## src/core/mgmt_pkg.sv

```systemverilog
/*
  Constants for the paged management register bank: register numbers,
  field positions, reset values, frame codes and timing counts.
  Assumes a single 25 MHz system clock shared by every user of the package.
*/
package mgmt_pkg;
  localparam int CLK_PERIOD_NS = 40;
  localparam int SOFT_RESET_NS = 400;
  localparam int SOFT_RESET_CYCLES =
    (SOFT_RESET_NS + CLK_PERIOD_NS - 1) / CLK_PERIOD_NS;

  localparam logic [4:0] RA_CTRL        = 5'h00;
  localparam logic [4:0] RA_STAT        = 5'h01;
  localparam logic [4:0] RA_ID_HI       = 5'h02;
  localparam logic [4:0] RA_ID_LO       = 5'h03;
  localparam logic [4:0] RA_ADV         = 5'h04;
  localparam logic [4:0] RA_PARTNER     = 5'h05;
  localparam logic [4:0] RA_EXP         = 5'h06;
  localparam logic [4:0] RA_NP_TX       = 5'h07;
  localparam logic [4:0] RA_GIG_CTRL    = 5'h09;
  localparam logic [4:0] RA_SPEC_CTRL_A = 5'h10;
  localparam logic [4:0] RA_SPEC_STAT   = 5'h11;
  localparam logic [4:0] RA_IRQ_EN      = 5'h12;
  localparam logic [4:0] RA_IRQ_STAT    = 5'h13;
  localparam logic [4:0] RA_SPEC_CTRL_B = 5'h14;
  localparam logic [4:0] RA_RXERR       = 5'h15;
  localparam logic [4:0] RA_PAGE        = 5'h16;
  localparam logic [4:0] RA_GLOBAL_IRQ  = 5'h17;
  localparam logic [4:0] RA_FIBER_MODE  = 5'h10;

  localparam logic [7:0] PAGE_COPPER = 8'h00;
  localparam logic [7:0] PAGE_FIBER  = 8'h01;

  localparam int CTRL_RESET_BIT  = 15;
  localparam int CTRL_LOOP_BIT   = 14;
  localparam int STAT_LINK_BIT   = 2;
  localparam int EXP_PAGE_BIT    = 1;
  localparam int DEFER_LSB       = 5;
  localparam int GIRQ_COPPER_BIT = 0;

  localparam logic [1:0] OP_READ  = 2'b10;
  localparam logic [1:0] OP_WRITE = 2'b01;
  localparam logic [3:0] PHY_ADDR_HIGH = 4'h0;

  localparam logic [1:0] MODE_1000BX      = 2'b01;
  localparam logic [1:0] MODE_SGMII_SYS   = 2'b10;
  localparam logic [1:0] MODE_SGMII_MEDIA = 2'b11;
  localparam logic [15:0] LAYOUT_1000BX      = 16'hb1a0;
  localparam logic [15:0] LAYOUT_SGMII_SYS   = 16'h0001;
  localparam logic [15:0] LAYOUT_SGMII_MEDIA = 16'h9c01;

  localparam logic [15:0] ID_HIGH_VALUE = 16'h0123; // arbitrary value
  localparam logic [15:0] ID_LOW_VALUE  = 16'h4560; // arbitrary value
  localparam logic [15:0] ADV_RESET     = 16'h0000;
  localparam logic [3:0]  RETAIN_RESET  = 4'h0;
  localparam logic [1:0]  FIBER_MODE_RESET = 2'b01;
  localparam logic [4:0]  SYNC_RESET    = 5'b00010;

  typedef enum logic [2:0] {
    ST_IDLE  = 3'b000,
    ST_START = 3'b001,
    ST_HEAD  = 3'b011,
    ST_TA    = 3'b010,
    ST_DATA  = 3'b110
  } frame_state_t;
endpackage : mgmt_pkg

```

## src/core/paged_mgmt_register_bank.sv

```systemverilog
/*
  Paged management register bank with its two-wire serial front end.
  The clock pin and data pin are oversampled on CLK; the station manager
  must run its management clock well below a quarter of CLK.
  Status conditions and event pulses come from logic on CLK.
*/
// Notes on behaviour
// RQ1: latch-high bits set on condition, hold until read or reset.
// RQ2: latch-low bits clear on low condition, hold until read or reset.
// RQ3: reserved bit positions always read back as zero.
// RQ4: retained fields survive soft reset; only hardware reset restores them.
// RQ5: clear-on-read fields return their value, then clear after the read.
// RQ6: read/write fields start at reset value, return last written value.
// RQ7: read/write-clear fields are writable, cleared by any reset or read.
// RQ8: self-clearing bit starts its function at once, clears when done.
// RQ9: deferred fields are held and only applied at next soft reset.
// RQ10: write-only field takes writes; read-back is not meaningful.
// RQ11: access uses standard two-wire read and write management frames.
// RQ12: page register 22 answers on every page.
// RQ13: page 0 holds copper set at 0-10, 15-21 and summary at 23; the code maps only 0-7, 9, 16-21 and 23 there.
// RQ14: fiber register 4 layout follows fiber mode field bits 1:0.
// RQ15: fiber register 5 layout follows the same mode field.
// RQ16: frames need no preamble; one idle bit between frames suffices.
// RQ17: device address is four zero bits plus a strap caught at reset.
// RQ18: the page register picks which set answers all other registers.
`timescale 1ns/1ps
`default_nettype none
module paged_mgmt_register_bank
  import mgmt_pkg::*;
(
  input  wire logic        CLK,
  input  wire logic        RESETN,
  input  wire logic        MDC,
  input  wire logic        MDIO_IN,
  output var  logic        MDIO_OUT,
  output var  logic        MDIO_OE,
  input  wire logic        ADDR_STRAP,
  input  wire logic        LINK_UP,
  input  wire logic        FIBER_LINK_UP,
  input  wire logic [1:0]  PAGE_RX,
  input  wire logic [15:0] IRQ_EVENT,
  input  wire logic        RX_ERROR,
  input  wire logic [15:0] COPPER_PARTNER_WORD,
  input  wire logic [15:0] FIBER_PARTNER_WORD,
  output var  logic        LOOPBACK,
  output var  logic        FIBER_LOOPBACK,
  output var  logic        SOFT_RESET_ACTIVE,
  output var  logic [1:0]  COPPER_MODE,
  output var  logic [1:0]  TEST_SELECT
);

  logic [4:0]   sync1;
  logic [4:0]   sync2;
  logic [4:0]   sync3;
  logic [4:0]   stable;
  logic [4:0]   pin_bus;
  logic         mdc_rise;
  logic         bit_in;
  frame_state_t state;
  logic [3:0]   cnt;
  logic [11:0]  hdr;
  logic [11:0]  next_hdr;
  logic [15:0]  wr_shift;
  logic [15:0]  rd_shift;
  logic         wr_hit;
  logic         rd_hit;
  logic         addressed;
  logic [2:0]   strap_cnt;
  logic         strap_done;
  logic         phy_addr0;
  logic         rd_now;
  logic         wr_now;
  logic [4:0]   rd_sel;
  logic [15:0]  rd_val;
  logic [15:0]  wr_data;
  logic [7:0]   page;
  logic [15:0]  fiber_layout;
  logic         soft_pulse;
  logic [7:0]   soft_cnt;
  logic [1:0]   link_latch;
  logic [1:0]   page_latch;
  logic [1:0]   rd_stat;
  logic [1:0]   rd_exp;
  logic [15:0]  adv;
  logic [15:0]  np_tx;
  logic [15:0]  gig_ctrl;
  logic [1:0]   defer_staged;
  logic [3:0]   retained;
  logic [15:0]  irq_en;
  logic [15:0]  irq_stat;
  logic [7:0]   rwc_byte;
  logic [15:0]  rx_err_count;
  logic [15:0]  fiber_adv;
  logic [1:0]   fiber_mode;

  // pins: clock, data, strap, copper link, fiber link
  assign pin_bus = {FIBER_LINK_UP, LINK_UP, ADDR_STRAP, MDIO_IN, MDC};
  genvar gi;
  generate
    for (gi = 0; gi < 5; gi++) begin : g_sync
      always_ff @(posedge CLK) begin
        if (!RESETN) begin
          sync1[gi]  <= SYNC_RESET[gi];
          sync2[gi]  <= SYNC_RESET[gi];
          sync3[gi]  <= SYNC_RESET[gi];
          stable[gi] <= SYNC_RESET[gi];
        end else begin
          sync1[gi] <= pin_bus[gi];
          sync2[gi] <= sync1[gi];
          sync3[gi] <= sync2[gi];
          if (sync2[gi] == sync3[gi]) begin
            stable[gi] <= sync3[gi];
          end
        end
      end
    end
  endgenerate

  assign mdc_rise = (sync2[0] == sync3[0]) && sync3[0] && !stable[0];
  assign bit_in   = stable[1];
  assign next_hdr = {hdr[10:0], bit_in};
  assign wr_data  = {wr_shift[14:0], bit_in};

  // strap sampled once the synchroniser has settled after reset release
  always_ff @(posedge CLK) begin
    if (!RESETN) begin
      strap_cnt  <= 3'h0;
      strap_done <= 1'b0;
      phy_addr0  <= 1'b0;
    end else if (!strap_done) begin
      strap_cnt <= strap_cnt + 3'h1;
      // the filtered strap first settles on the fourth edge after release
      if (strap_cnt == 3'h4) begin
        strap_done <= 1'b1;
        phy_addr0  <= stable[2]; // RQ17
      end
    end
  end

  assign addressed = strap_done && (next_hdr[9:5] == {PHY_ADDR_HIGH, phy_addr0}); // RQ17
  assign rd_now = mdc_rise && state == ST_HEAD && cnt == 4'hb && addressed
                  && next_hdr[11:10] == OP_READ;
  assign rd_sel = next_hdr[4:0];
  assign wr_now = mdc_rise && state == ST_DATA && cnt == 4'hf && wr_hit;

  // no preamble is required: a zero bit after idle opens a frame
  always_ff @(posedge CLK) begin
    if (!RESETN) begin
      state    <= ST_IDLE;
      cnt      <= 4'h0;
      hdr      <= 12'h000;
      wr_shift <= 16'h0000;
      rd_shift <= 16'h0000;
      wr_hit   <= 1'b0;
      rd_hit   <= 1'b0;
      MDIO_OUT <= 1'b1;
      MDIO_OE  <= 1'b0;
    end else if (mdc_rise) begin
      case (state)
        ST_IDLE: begin
          if (!bit_in) begin
            state <= ST_START; // RQ16
          end
        end
        ST_START: begin
          cnt   <= 4'h0;
          state <= bit_in ? ST_HEAD : ST_IDLE;
        end
        ST_HEAD: begin
          hdr <= next_hdr;
          cnt <= cnt + 4'h1;
          if (cnt == 4'hb) begin
            cnt      <= 4'h0;
            state    <= ST_TA;
            rd_hit   <= rd_now; // RQ11
            wr_hit   <= addressed && next_hdr[11:10] == OP_WRITE;
            // writes and foreign frames shift out ones, so the line idles high
            rd_shift <= rd_now ? rd_val : 16'hffff;
          end
        end
        ST_TA: begin
          cnt <= cnt + 4'h1;
          if (rd_hit && cnt == 4'h0) begin
            MDIO_OE  <= 1'b1;
            MDIO_OUT <= 1'b0;
          end
          if (cnt == 4'h1) begin
            cnt   <= 4'h0;
            state <= ST_DATA;
            if (rd_hit) begin
              MDIO_OUT <= rd_shift[15];
              rd_shift <= {rd_shift[14:0], 1'b0};
            end
          end
        end
        ST_DATA: begin
          cnt      <= cnt + 4'h1;
          wr_shift <= wr_data;
          MDIO_OUT <= rd_shift[15];
          rd_shift <= {rd_shift[14:0], 1'b0};
          if (cnt == 4'hf) begin
            state    <= ST_IDLE;
            MDIO_OE  <= 1'b0;
            MDIO_OUT <= 1'b1;
            rd_hit   <= 1'b0;
            wr_hit   <= 1'b0;
          end
        end
        default: state <= ST_IDLE;
      endcase
    end
  end

  always_comb begin
    case (fiber_mode)
      MODE_1000BX:      fiber_layout = LAYOUT_1000BX;    // RQ14 RQ15
      MODE_SGMII_SYS:   fiber_layout = LAYOUT_SGMII_SYS;
      MODE_SGMII_MEDIA: fiber_layout = LAYOUT_SGMII_MEDIA;
      default:          fiber_layout = 16'h0000;
    endcase
  end

  // unlisted numbers and unused pages read as zero, except the page register, which answers on every page
  always_comb begin
    rd_val = 16'h0000; // RQ3
    if (rd_sel == RA_PAGE) begin
      rd_val = {8'h00, page}; // RQ12
    end else if (page == PAGE_COPPER) begin // RQ18
      if (rd_sel == RA_CTRL) begin // RQ13
        rd_val = {soft_cnt != 8'h00, LOOPBACK, 14'h0000};
      end else if (rd_sel == RA_STAT) begin
        rd_val = {13'h0000, link_latch[0], 2'b00};
      end else if (rd_sel == RA_ID_HI) begin
        rd_val = ID_HIGH_VALUE;
      end else if (rd_sel == RA_ID_LO) begin
        rd_val = ID_LOW_VALUE;
      end else if (rd_sel == RA_ADV) begin
        rd_val = adv;
      end else if (rd_sel == RA_PARTNER) begin
        rd_val = COPPER_PARTNER_WORD;
      end else if (rd_sel == RA_EXP) begin
        rd_val = {14'h0000, page_latch[0], 1'b0};
      end else if (rd_sel == RA_NP_TX) begin
        rd_val = np_tx;
      end else if (rd_sel == RA_GIG_CTRL) begin
        rd_val = gig_ctrl;
      end else if (rd_sel == RA_SPEC_CTRL_A) begin
        rd_val = {9'h000, defer_staged, 1'b0, retained};
      end else if (rd_sel == RA_SPEC_STAT) begin
        rd_val = {13'h0000, stable[3], 2'b00};
      end else if (rd_sel == RA_IRQ_EN) begin
        rd_val = irq_en;
      end else if (rd_sel == RA_IRQ_STAT) begin
        rd_val = irq_stat;
      end else if (rd_sel == RA_SPEC_CTRL_B) begin
        rd_val = {rwc_byte, 8'h00}; // RQ10
      end else if (rd_sel == RA_RXERR) begin
        rd_val = rx_err_count;
      end else if (rd_sel == RA_GLOBAL_IRQ) begin
        rd_val = {15'h0000, |(irq_stat & irq_en)};
      end
    end else if (page == PAGE_FIBER) begin
      if (rd_sel == RA_CTRL) begin
        rd_val = {soft_cnt != 8'h00, FIBER_LOOPBACK, 14'h0000};
      end else if (rd_sel == RA_STAT) begin
        rd_val = {13'h0000, link_latch[1], 2'b00};
      end else if (rd_sel == RA_ID_HI) begin
        rd_val = ID_HIGH_VALUE;
      end else if (rd_sel == RA_ID_LO) begin
        rd_val = ID_LOW_VALUE;
      end else if (rd_sel == RA_ADV) begin
        rd_val = fiber_adv & fiber_layout; // RQ14
      end else if (rd_sel == RA_PARTNER) begin
        rd_val = FIBER_PARTNER_WORD & fiber_layout; // RQ15
      end else if (rd_sel == RA_EXP) begin
        rd_val = {14'h0000, page_latch[1], 1'b0};
      end else if (rd_sel == RA_FIBER_MODE) begin
        rd_val = {14'h0000, fiber_mode};
      end
    end
  end

  function automatic logic hit(input logic now, input logic [4:0] sel,
                               input logic [7:0] pg, input logic [4:0] ra);
    hit = now && sel == ra && pg == page;
  endfunction

  assign soft_pulse = soft_cnt == 8'h00 && wr_data[CTRL_RESET_BIT]
                      && (hit(wr_now, hdr[4:0], PAGE_COPPER, RA_CTRL)
                      || hit(wr_now, hdr[4:0], PAGE_FIBER, RA_CTRL));

  // soft reset runs a fixed time, the bit reads one until it ends
  always_ff @(posedge CLK) begin
    if (!RESETN) begin
      soft_cnt          <= 8'h00;
      SOFT_RESET_ACTIVE <= 1'b0;
    end else if (soft_pulse) begin
      soft_cnt          <= 8'(SOFT_RESET_CYCLES); // RQ8
      SOFT_RESET_ACTIVE <= 1'b1;
    end else if (soft_cnt != 8'h00) begin
      soft_cnt          <= soft_cnt - 8'h01;
      SOFT_RESET_ACTIVE <= soft_cnt != 8'h01; // RQ8
    end
  end

  assign rd_stat = {hit(rd_now, rd_sel, PAGE_FIBER, RA_STAT),
                    hit(rd_now, rd_sel, PAGE_COPPER, RA_STAT)};
  assign rd_exp  = {hit(rd_now, rd_sel, PAGE_FIBER, RA_EXP),
                    hit(rd_now, rd_sel, PAGE_COPPER, RA_EXP)};

  // index 0 copper, 1 fiber
  generate
    for (gi = 0; gi < 2; gi++) begin : g_latch
      always_ff @(posedge CLK) begin
        if (!RESETN) begin
          link_latch[gi] <= 1'b0;
          page_latch[gi] <= 1'b0;
        end else begin
          if (!stable[3 + gi]) begin
            link_latch[gi] <= 1'b0; // RQ2
          end else if (rd_stat[gi] || soft_pulse) begin
            link_latch[gi] <= 1'b1;
          end
          if (PAGE_RX[gi]) begin
            page_latch[gi] <= 1'b1; // RQ1
          end else if (rd_exp[gi] || soft_pulse) begin
            page_latch[gi] <= 1'b0;
          end
        end
      end
    end
  endgenerate

  // plain read/write words, untouched by soft reset
  always_ff @(posedge CLK) begin
    if (!RESETN) begin
      adv       <= ADV_RESET;
      np_tx     <= ADV_RESET;
      gig_ctrl  <= ADV_RESET;
      irq_en    <= 16'h0000;
      page      <= PAGE_COPPER;
      fiber_adv <= ADV_RESET;
      retained  <= RETAIN_RESET;
    end else begin
      if (hit(wr_now, hdr[4:0], PAGE_COPPER, RA_ADV)) adv <= wr_data; // RQ6
      if (hit(wr_now, hdr[4:0], PAGE_COPPER, RA_NP_TX)) np_tx <= wr_data;
      if (hit(wr_now, hdr[4:0], PAGE_COPPER, RA_GIG_CTRL)) gig_ctrl <= wr_data;
      if (hit(wr_now, hdr[4:0], PAGE_COPPER, RA_IRQ_EN)) irq_en <= wr_data; // RQ4
      if (wr_now && hdr[4:0] == RA_PAGE) page <= wr_data[7:0]; // RQ12
      if (hit(wr_now, hdr[4:0], PAGE_FIBER, RA_ADV)) begin
        fiber_adv <= wr_data & fiber_layout; // RQ14
      end
      if (hit(wr_now, hdr[4:0], PAGE_COPPER, RA_SPEC_CTRL_A)) begin
        retained <= wr_data[3:0]; // RQ4
      end
    end
  end

  // loopback bits cleared by soft reset; deferred mode applied there
  always_ff @(posedge CLK) begin
    if (!RESETN) begin
      LOOPBACK       <= 1'b0;
      FIBER_LOOPBACK <= 1'b0;
      defer_staged   <= 2'b00;
      COPPER_MODE    <= 2'b00;
      TEST_SELECT    <= 2'b00;
      fiber_mode     <= FIBER_MODE_RESET;
    end else begin
      if (soft_pulse) begin
        LOOPBACK       <= 1'b0;
        FIBER_LOOPBACK <= 1'b0;
        COPPER_MODE    <= defer_staged; // RQ9
      end else begin
        if (hit(wr_now, hdr[4:0], PAGE_COPPER, RA_CTRL)) begin
          LOOPBACK <= wr_data[CTRL_LOOP_BIT];
        end
        if (hit(wr_now, hdr[4:0], PAGE_FIBER, RA_CTRL)) begin
          FIBER_LOOPBACK <= wr_data[CTRL_LOOP_BIT];
        end
      end
      if (hit(wr_now, hdr[4:0], PAGE_COPPER, RA_SPEC_CTRL_A)) begin
        defer_staged <= wr_data[DEFER_LSB +: 2]; // RQ9
      end
      if (hit(wr_now, hdr[4:0], PAGE_COPPER, RA_SPEC_CTRL_B)) begin
        TEST_SELECT <= wr_data[1:0]; // RQ10
      end
      if (hit(wr_now, hdr[4:0], PAGE_FIBER, RA_FIBER_MODE)) begin
        fiber_mode <= wr_data[1:0];
      end
    end
  end

  // events arriving with the clearing read are kept: set wins
  always_ff @(posedge CLK) begin
    if (!RESETN) begin
      irq_stat     <= 16'h0000;
      rwc_byte     <= 8'h00;
      rx_err_count <= 16'h0000;
    end else begin
      if (hit(rd_now, rd_sel, PAGE_COPPER, RA_IRQ_STAT) || soft_pulse) begin
        irq_stat <= IRQ_EVENT; // RQ5
      end else begin
        irq_stat <= irq_stat | IRQ_EVENT;
      end
      if (hit(rd_now, rd_sel, PAGE_COPPER, RA_SPEC_CTRL_B) || soft_pulse) begin
        rwc_byte <= 8'h00; // RQ7
      end else if (hit(wr_now, hdr[4:0], PAGE_COPPER, RA_SPEC_CTRL_B)) begin
        rwc_byte <= wr_data[15:8]; // RQ7
      end
      // counter saturates instead of wrapping
      if (hit(rd_now, rd_sel, PAGE_COPPER, RA_RXERR) || soft_pulse) begin
        rx_err_count <= {15'h0000, RX_ERROR}; // RQ5
      end else if (RX_ERROR && rx_err_count != 16'hffff) begin
        rx_err_count <= rx_err_count + 16'h0001;
      end
    end
  end

endmodule : paged_mgmt_register_bank
`default_nettype wire

```

## config.mk

```make
export PLATFORM = sky130hd
export DESIGN_NAME = paged_mgmt_register_bank
export DESIGN_NICKNAME = d
export VERILOG_FILES = /design/src/core/mgmt_pkg.sv /design/src/core/paged_mgmt_register_bank.sv
export SDC_FILE = /design/constraint.sdc
export NUM_CORES = 1
export LEC_CHECK = 0
export BUFFER_PORTS_ARGS = -buffer_cell sky130_fd_sc_hd__buf_4
export CAP_MARGIN = 40
export CORE_AREA = 3 3 140 142
export CTS_CLUSTER_SIZE = 30
export DETAILED_ROUTE_END_ITERATION = 12
export DIE_AREA = 0 0 143 145
export HOLD_SLACK_MARGIN = 0.03
export PLACE_DENSITY = 0.77
export SLEW_MARGIN = 20
export SYNTH_ARGS = -nofsm -noshare
export SYNTH_HDL_FRONTEND = slang
export SYNTH_SLANG_ARGS = --single-unit
```

## constraint.sdc

```tcl
create_clock -name CLK -period 3.3 [get_ports CLK]
set_clock_uncertainty 0.1 [all_clocks]
set_input_delay 0.165 -clock CLK [delete_from_list [all_inputs] [get_ports CLK]]
set_output_delay 0.165 -clock CLK [all_outputs]
set_load 0.005 [all_outputs]
```

=== Yosys cells after proc, flatten, opt, wreduce, memory -nomap -nowiden ===
Cells that the tools add are included.

* Bitwise logic cells: 7
* Reductions and logical operators: 84
* Multiplexer cells: 67
* Add/sub/neg operators: 4
* Equality and inequality tests: 52

{| class="wikitable"
|+ Operators by type and width
! cell !! number
|-
| 16-bit 2-to-1 mux || 29
|-
| 16-bit one-hot mux with 3 select lines || 2
|-
| 16-bit bitwise AND || 4
|-
| 5-bit equality test (second input constant) || 12
|-
| 1-bit logical AND || 45
|-
| 5-bit by 3-bit equality test with 1-bit output (second input constant) || 6
|-
| 1-bit 2-to-1 mux || 19
|-
| 16-bit by 1-bit adder with 16-bit output (second input constant) || 1
|-
| 8-bit logical NOT || 2
|-
| 4-bit 2-to-1 mux || 4
|-
| 16-bit inequality test (second input constant) || 1
|-
| 16-bit OR || 1
|-
| 4-bit one-hot mux with 4 select lines || 1
|-
| 16-bit OR reduction || 1
|-
| 3-bit one-hot mux with 5 select lines || 1
|-
| 2-bit AND reduction || 7
|-
| 3-bit 2-to-1 mux || 4
|-
| 2-bit nonzero test || 6
|-
| 5-bit by 2-bit equality test with 1-bit output (second input constant) || 2
|-
| 5-bit by 4-bit equality test with 1-bit output (second input constant) || 2
|-
| 5-bit logical NOT || 2
|-
| 5-bit AND reduction || 2
|-
| 1-bit by 8-bit equality test with 1-bit output (first input constant) || 1
|-
| 4-bit equality test (second input constant) || 2
|-
| 28 further kinds || 57
|}

* Output and inout port bits: 9
* Input bits: 58
* Register bits after elaboration: 233

=== Logic depth before layout (Yosys ltp) ===
* Depth in word-level cells: 23
* Mapped depth: 11

=== Worst setup path before layout ===
OpenSTA, ideal clock, no wires.

* Path type: register to register
* Start: register sync3[0]
* End: register rx_err_count[12]
* Period minus slack after synthesis: 2.601 ns
* Stages on the path, launching flop included: 12
* Setup time: 0.117 ns
* Data arrival time: 2.384 ns
* Setup slack: 0.699 ns
* Required time: 3.083 ns
* Cell sequence: dfxtp_1 -> ha_1 -> nand2b_1 -> buf_6 -> or4_4 -> buf_6 -> nor4_4 -> or2b_4 -> or2_1 -> buf_6 -> buf_8 -> nor2_2

* Word-level cells in the longest chain between the ends: 12

{| class="wikitable"
|+ RTL lines
! item !! RTL line !! source
|-
| from (decl) || paged_mgmt_register_bank.sv:54 || <nowiki>logic [4:0] sync3;</nowiki>
|-
| from (signal, indexed assignment) || paged_mgmt_register_bank.sv:105 || <nowiki>sync3[gi] <= SYNC_RESET[gi];</nowiki>
|-
| from (signal, indexed assignment) || paged_mgmt_register_bank.sv:110 || <nowiki>sync3[gi] <= sync2[gi];</nowiki>
|-
| 1-bit equality test || paged_mgmt_register_bank.sv:119 || <nowiki>assign mdc_rise = (sync2[0] == sync3[0]) && sync3[0] && !stable[0];</nowiki>
|-
| 1-bit logical AND (*) (2 in series) || paged_mgmt_register_bank.sv:119 ||
|-
| 1-bit logical AND (3 in series) || paged_mgmt_register_bank.sv:144 || <nowiki>assign wr_now = mdc_rise && state == ST_DATA && cnt == 4'hf && wr_hit;</nowiki>
|-
| 1-bit logical AND (2 in series) || paged_mgmt_register_bank.sv:285 || <nowiki>hit = now && sel == ra && pg == page;</nowiki>
|-
| 1-bit logical OR || paged_mgmt_register_bank.sv:290 || <nowiki>|| hit(wr_now, hdr[4:0], PAGE_FIBER, RA_CTRL));</nowiki>
|-
| 1-bit logical AND || paged_mgmt_register_bank.sv:289 || <nowiki>&& (hit(wr_now, hdr[4:0], PAGE_COPPER, RA_CTRL)</nowiki>
|-
| 1-bit logical OR (*) || paged_mgmt_register_bank.sv:411 || <nowiki>if (hit(rd_now, rd_sel, PAGE_COPPER, RA_RXERR) || soft_pulse) begin</nowiki>
|-
| 2-bit OR reduction (no line) (*) || -- ||
|-
| to (signal assigned) || paged_mgmt_register_bank.sv:412 || <nowiki>rx_err_count <= {15'h0000, RX_ERROR};</nowiki>
|-
| to (signal assigned) || paged_mgmt_register_bank.sv:414 || <nowiki>rx_err_count <= rx_err_count + 16'h0001;</nowiki>
|-
| to (decl) || paged_mgmt_register_bank.sv:92 || <nowiki>logic [15:0] rx_err_count;</nowiki>
|}

Mark *: on every way between the ends. The rest lies on a longest branch, timed or not.
A chain may end at the register's enable or synchronous reset.

=== Worst setup path after layout ===
* Start: register hdr[2]
* End: register rd_shift[6]

* Word-level cells in the longest chain between the ends: 21

{| class="wikitable"
|+ RTL lines
! item !! RTL line !! source
|-
| from (decl) || paged_mgmt_register_bank.sv:61 || <nowiki>logic [11:0] hdr;</nowiki>
|-
| from (signal assigned) || paged_mgmt_register_bank.sv:170 || <nowiki>hdr <= next_hdr;</nowiki>
|-
| 5-bit equality test || paged_mgmt_register_bank.sv:257 || <nowiki>end else if (rd_sel == RA_RXERR) begin</nowiki>
|-
| 16-bit 2-to-1 mux || paged_mgmt_register_bank.sv:257 ||
|-
| 16-bit 2-to-1 mux || paged_mgmt_register_bank.sv:255 || <nowiki>end else if (rd_sel == RA_SPEC_CTRL_B) begin</nowiki>
|-
| 16-bit 2-to-1 mux || paged_mgmt_register_bank.sv:253 || <nowiki>end else if (rd_sel == RA_IRQ_STAT) begin</nowiki>
|-
| 16-bit 2-to-1 mux || paged_mgmt_register_bank.sv:251 || <nowiki>end else if (rd_sel == RA_IRQ_EN) begin</nowiki>
|-
| 16-bit 2-to-1 mux || paged_mgmt_register_bank.sv:249 || <nowiki>end else if (rd_sel == RA_SPEC_STAT) begin</nowiki>
|-
| 16-bit 2-to-1 mux || paged_mgmt_register_bank.sv:247 || <nowiki>end else if (rd_sel == RA_SPEC_CTRL_A) begin</nowiki>
|-
| 16-bit 2-to-1 mux || paged_mgmt_register_bank.sv:245 || <nowiki>end else if (rd_sel == RA_GIG_CTRL) begin</nowiki>
|-
| [... 5 more ...] || -- ||
|-
| 16-bit 2-to-1 mux || paged_mgmt_register_bank.sv:233 || <nowiki>end else if (rd_sel == RA_ID_HI) begin</nowiki>
|-
| 16-bit 2-to-1 mux || paged_mgmt_register_bank.sv:231 || <nowiki>end else if (rd_sel == RA_STAT) begin</nowiki>
|-
| 16-bit 2-to-1 mux || paged_mgmt_register_bank.sv:229 || <nowiki>if (rd_sel == RA_CTRL) begin</nowiki>
|-
| 16-bit 2-to-1 mux || paged_mgmt_register_bank.sv:228 || <nowiki>end else if (page == PAGE_COPPER) begin</nowiki>
|-
| 16-bit 2-to-1 mux (*) || paged_mgmt_register_bank.sv:226 || <nowiki>if (rd_sel == RA_PAGE) begin</nowiki>
|-
| 16-bit 2-to-1 mux (*) || paged_mgmt_register_bank.sv:178 || <nowiki>rd_shift <= rd_now ? rd_val : 16'hffff;</nowiki>
|-
| 16-bit 2-to-1 mux (*) || paged_mgmt_register_bank.sv:172 || <nowiki>if (cnt == 4'hb) begin</nowiki>
|-
| 16-bit one-hot mux with 3 select lines (*) || paged_mgmt_register_bank.sv:159 || <nowiki>case (state)</nowiki>
|-
| to (signal assigned) || paged_mgmt_register_bank.sv:178 ||
|-
| to (signal assigned) || paged_mgmt_register_bank.sv:192 || <nowiki>rd_shift <= {rd_shift[14:0], 1'b0};</nowiki>
|-
| to (signal assigned) || paged_mgmt_register_bank.sv:200 || <nowiki>rd_shift <= {rd_shift[14:0], 1'b0};</nowiki>
|-
| to (decl) || paged_mgmt_register_bank.sv:64 || <nowiki>logic [15:0] rd_shift;</nowiki>
|}

Mark *: on every way between the ends. The rest lies on a longest branch, timed or not. The select of a mux whose other input is x is not followed.

==> results.json <==
{
  "synth.area.top_cells": "dfxtp_1, nand2_1, a21oi_1",
  "initial_utilization_pct": 59.1,
  "antenna_found_initial": 0,
  "diodes": 0,
  "slew_viol_final": 0,
  "synth_compound_area_share_pct": 21.5,
  "fp.coreArea_um2": 18600,
  "yosys.area.top_type": "dfxtp_1",
  "fin_ws_ns": 0.398,
  "vias_per_cell": 6.49,
  "grt_max_degree": 103,
  "place_congestion": 1.06,
  "rows": 50,
  "hpwl_mm": 26.9,
  "layout.nets": 1482,
  "ctsResizeCount": 0,
  "syn-cell-area_um2": 11000,
  "antenna_left": 0,
  "clk_pin_slew_ns": 0.06,
  "wl_per_cell_um": 22.6,
  "grt_setup_unrepaired": "no",
  "total_power_mw": 6.17,
  "max-clock-path-buffers": 3,
  "holdWs_ns": 0.0600,
  "crit_required_ns": 3.65,
  "drive_gt1_share_pct": 13.7,
  "rrSetupSlack_ns": 0.40,
  "max_cap_viol_count": 0,
  "synth-seq-area-share_pct": 41.2,
  "grt_pass1_vias": 9863,
  "clock-sinks": 226,
  "r2r-end": "rd_shift[6]",
  "drt_iter0_drc": 1250,
  "switchingPower_mw": 1.46,
  "synth_area_per_cell_um2": 8.14,
  "hold_viol": 0,
  "synth_cells": 1350,
  "worst_ir_drop_vdd_mv": 0.434,
  "hp-start": "FIBER_PARTNER_WORD[11]",
  "fin_crit_ns": 2.90,
  "muxShareOfSynthArea_pct": 5.21,
  "leakage_nw": 5.00,
  "multi_input_area_um2": 5950,
  "r2r_cells": 7,
  "synth_top_area_share_pct": 41.2,
  "pwr-share-clk_pct": 45.6,
  "switching_share_pct": 23.7,
  "io_pins": 67,
  "cts_made_buffers": 24,
  "worstSkewPairLatency_ns": 0.54,
  "pwr-share-seq_pct": 46.9,
  "synth_xor_area_share_pct": 1.51,
  "cts_tree": "built",
  "synth_seq_cells": 226,
  "post-route-period-util_pct": 87.9,
  "synth_edf_count": 0,
  "synth_top_family_by_area": "simple AND/OR/NAND/NOR gates",
  "numPortBuffers": 59,
  "crit_type": "reg -> reg",
  "drcViolationCount": 0,
  "wirelength_mm": 37.7,
  "synth_nets": 1417,
  "overflow": 0,
  "yosys_warnings": 0,
  "pwr_density_cell_nw_per_um2": 481,
  "crit_top_cell": "a2111oi_0",
  "path_cells": "nand2b_1, nor3_1, a221oi_1, a2111oi_0, buf_4, a2111oi_0, o21ai_0",
  "grt_pass1_wl_mm": 57.0,
  "synth-main-ff-cell": "dfxtp_1",
  "use_met1_pct": 49.7,
  "hp-class": "in -> reg",
  "worstHoldPathCells": 4,
  "crit_path_end_kind": "flip-flop",
  "die_h_um": 145,
  "slew-limit-headroom_pct": 47.7,
  "finalSetupViolCount": 0,
  "fin_setup_tns_ns": 0,
  "path_max_fanout": 17,
  "root_buffer": "clkbuf_16",
  "drtPass1Iterations": 6,
  "track_usage_pct": 35.1,
  "placed_cells": 1596,
  "p_int_mw": 4.71,
  "r2r-start": "hdr[2]",
  "worst_ep_arrival_time_ns": 3.25,
  "synth_most_common_cell": "dfxtp_1",
  "fillers": 1494,
  "gr-usage-met2_pct": 52.1,
  "yosys.area_share.simple_pct": 24.9,
  "slowest_delay_ns": 0.66,
  "grt_use_met3_pct": 9.43,
  "seqCellArea_um2": 4530,
  "gr-max-usage-layer": "met2",
  "worst_slew_pin_slew_ns": 0.779,
  "yosysUniqueCellTypes": 81,
  "synth_common_cells": "dfxtp_1, nand2_1, a21oi_1, nor2_1, clkbuf_1",
  "p_comb_share_pct": 7.5,
  "die_w_um": 143,
  "status": "completed",
  "critical_path.startpoint_type": "flip-flop",
  "synthAdderAreaFrac_pct": 1.03,
  "syn_to_final_growth_pct": 16.8,
  "slowest_stage": "nor3_1",
  "instances_no_fill": 1667,
  "fmax_mhz": 345,
  "num_vias": 10800,
  "async_reset_ff_share_pct": 0,
  "min_to": "rd_shift[11]",
  "die-area_um2": 20700,
  "dp_slack_ns": 0.489,
  "h-tree-depth": 1
}
power by group through the flow:
stage          Combinational (mW)  Clock, mW  Sequential (mW)
3_5_place_dp                0.435          0             2.95
3_3_place_gp                0.420          0             2.94
4_1_cts                     0.461       2.83             2.89
2_1_floorplan               0.321          0             2.92
6_report                    0.465       2.81             2.89
5_1_grt                     0.521       2.94             2.90
final cells by class:
cell class	count	area share [%]
Multi-Input combinational cell	1002	46.4
Sequential cell	226	35.3
Inverter	16	0.488
Timing Repair Buffer	145	9.11
Clock buffer	30	5.17
Clock inverter	14	1.29
Tap cell	234	2.28
worst max-delay path, delay by kind of cell, from the launching register on:
family,cells,cell delay [ns]
buffers and inverters,1,0.20
AO/OA/AOI/OAI,4,0.97
AND/OR/NAND/NOR,2,1.04
flip-flops,1,0.52
placed cells by master (no fill, tap or decap), drive strengths merged, types with 6 or more instances in the layout:
cell,instances
a32oi,9
ha,9
xor2,15
a22oi,18
buf,118
or3,7
nor4,9
dlygate4sd3,27
a21oi,137
dfxtp,226
a221oi,12
a2111oi,8
nor2,128
a21o,9
nor3b,7
and3,14
o31ai,11
o22ai,6
a22o,25
or2,6
nor2b,15
a31oi,10
nor3,28
clkinv,9
nand3,45
clkbuf,30
a211oi,10
nand4,14
nand2b,17
nand2,219
inv,16
mux2i,56
or4,6
nand3b,10
o21ai,39
and2,18
o211ai,10
layer usage:
| layer | wire (um) | up-vias | share of wire, % |
|---|---|---|---|
| li1 | - | 4971 | - |
| met1 | 15500 | 5096 | 41 |
| met2 | 16200 | 651 | 43 |
| met3 | 4530 | 97 | 12 |
| met4 | 1480 | 0 | 3.9 |
| met5 | 0 | - | 0 |
what timing repair did:
action                    in CTS  in global routing
hold endpoints to repair      30                  0
buffers inserted               0                  0
hold buffers                  27                  0
how the worst max path moves through the flow:
stage             start                to  depth (start not counted)
6_report         hdr[2]       rd_shift[6]                          7
5_1_grt          bit_in       rd_shift[6]                          8
4_1_cts         page[4]       rd_shift[3]                          7
3_5_place_dp    page[4]       rd_shift[3]                          7
3_3_place_gp     hdr[2]       rd_shift[3]                          6
2_1_floorplan  sync3[0]  rx_err_count[12]                         11
flip-flops by register name (all words and copies together), names as in the netlist, 5 cells and up, named ones only:
register	count
fiber_adv	9
irq_stat	16
rd_shift	16
sync3	5
sync2	5
hdr	11
sync1	5
page	8
wr_shift	15
gig_ctrl	16
rwc_byte	8
np_tx	16
adv	16
soft_cnt	8
rx_err_count	16
irq_en	16
cell families after synthesis:
group / Yosys count
adders and majority gates: 9
buffers and inverters: 122
AOI/OAI and AO/OA: 354
muxes: 57
xor gates and xnor gates: 19
DFF: 226
and+or+nand+nor: 563
through the flow:
stage	util, %	cell area, um2
finish	69.1	12800
global route	69.1	12800
detailed placement	63.2	11700
global placement	63.1	11700
CTS	69.1	12800
floorplan	-	11000
Power figures use the tool's default switching activity.
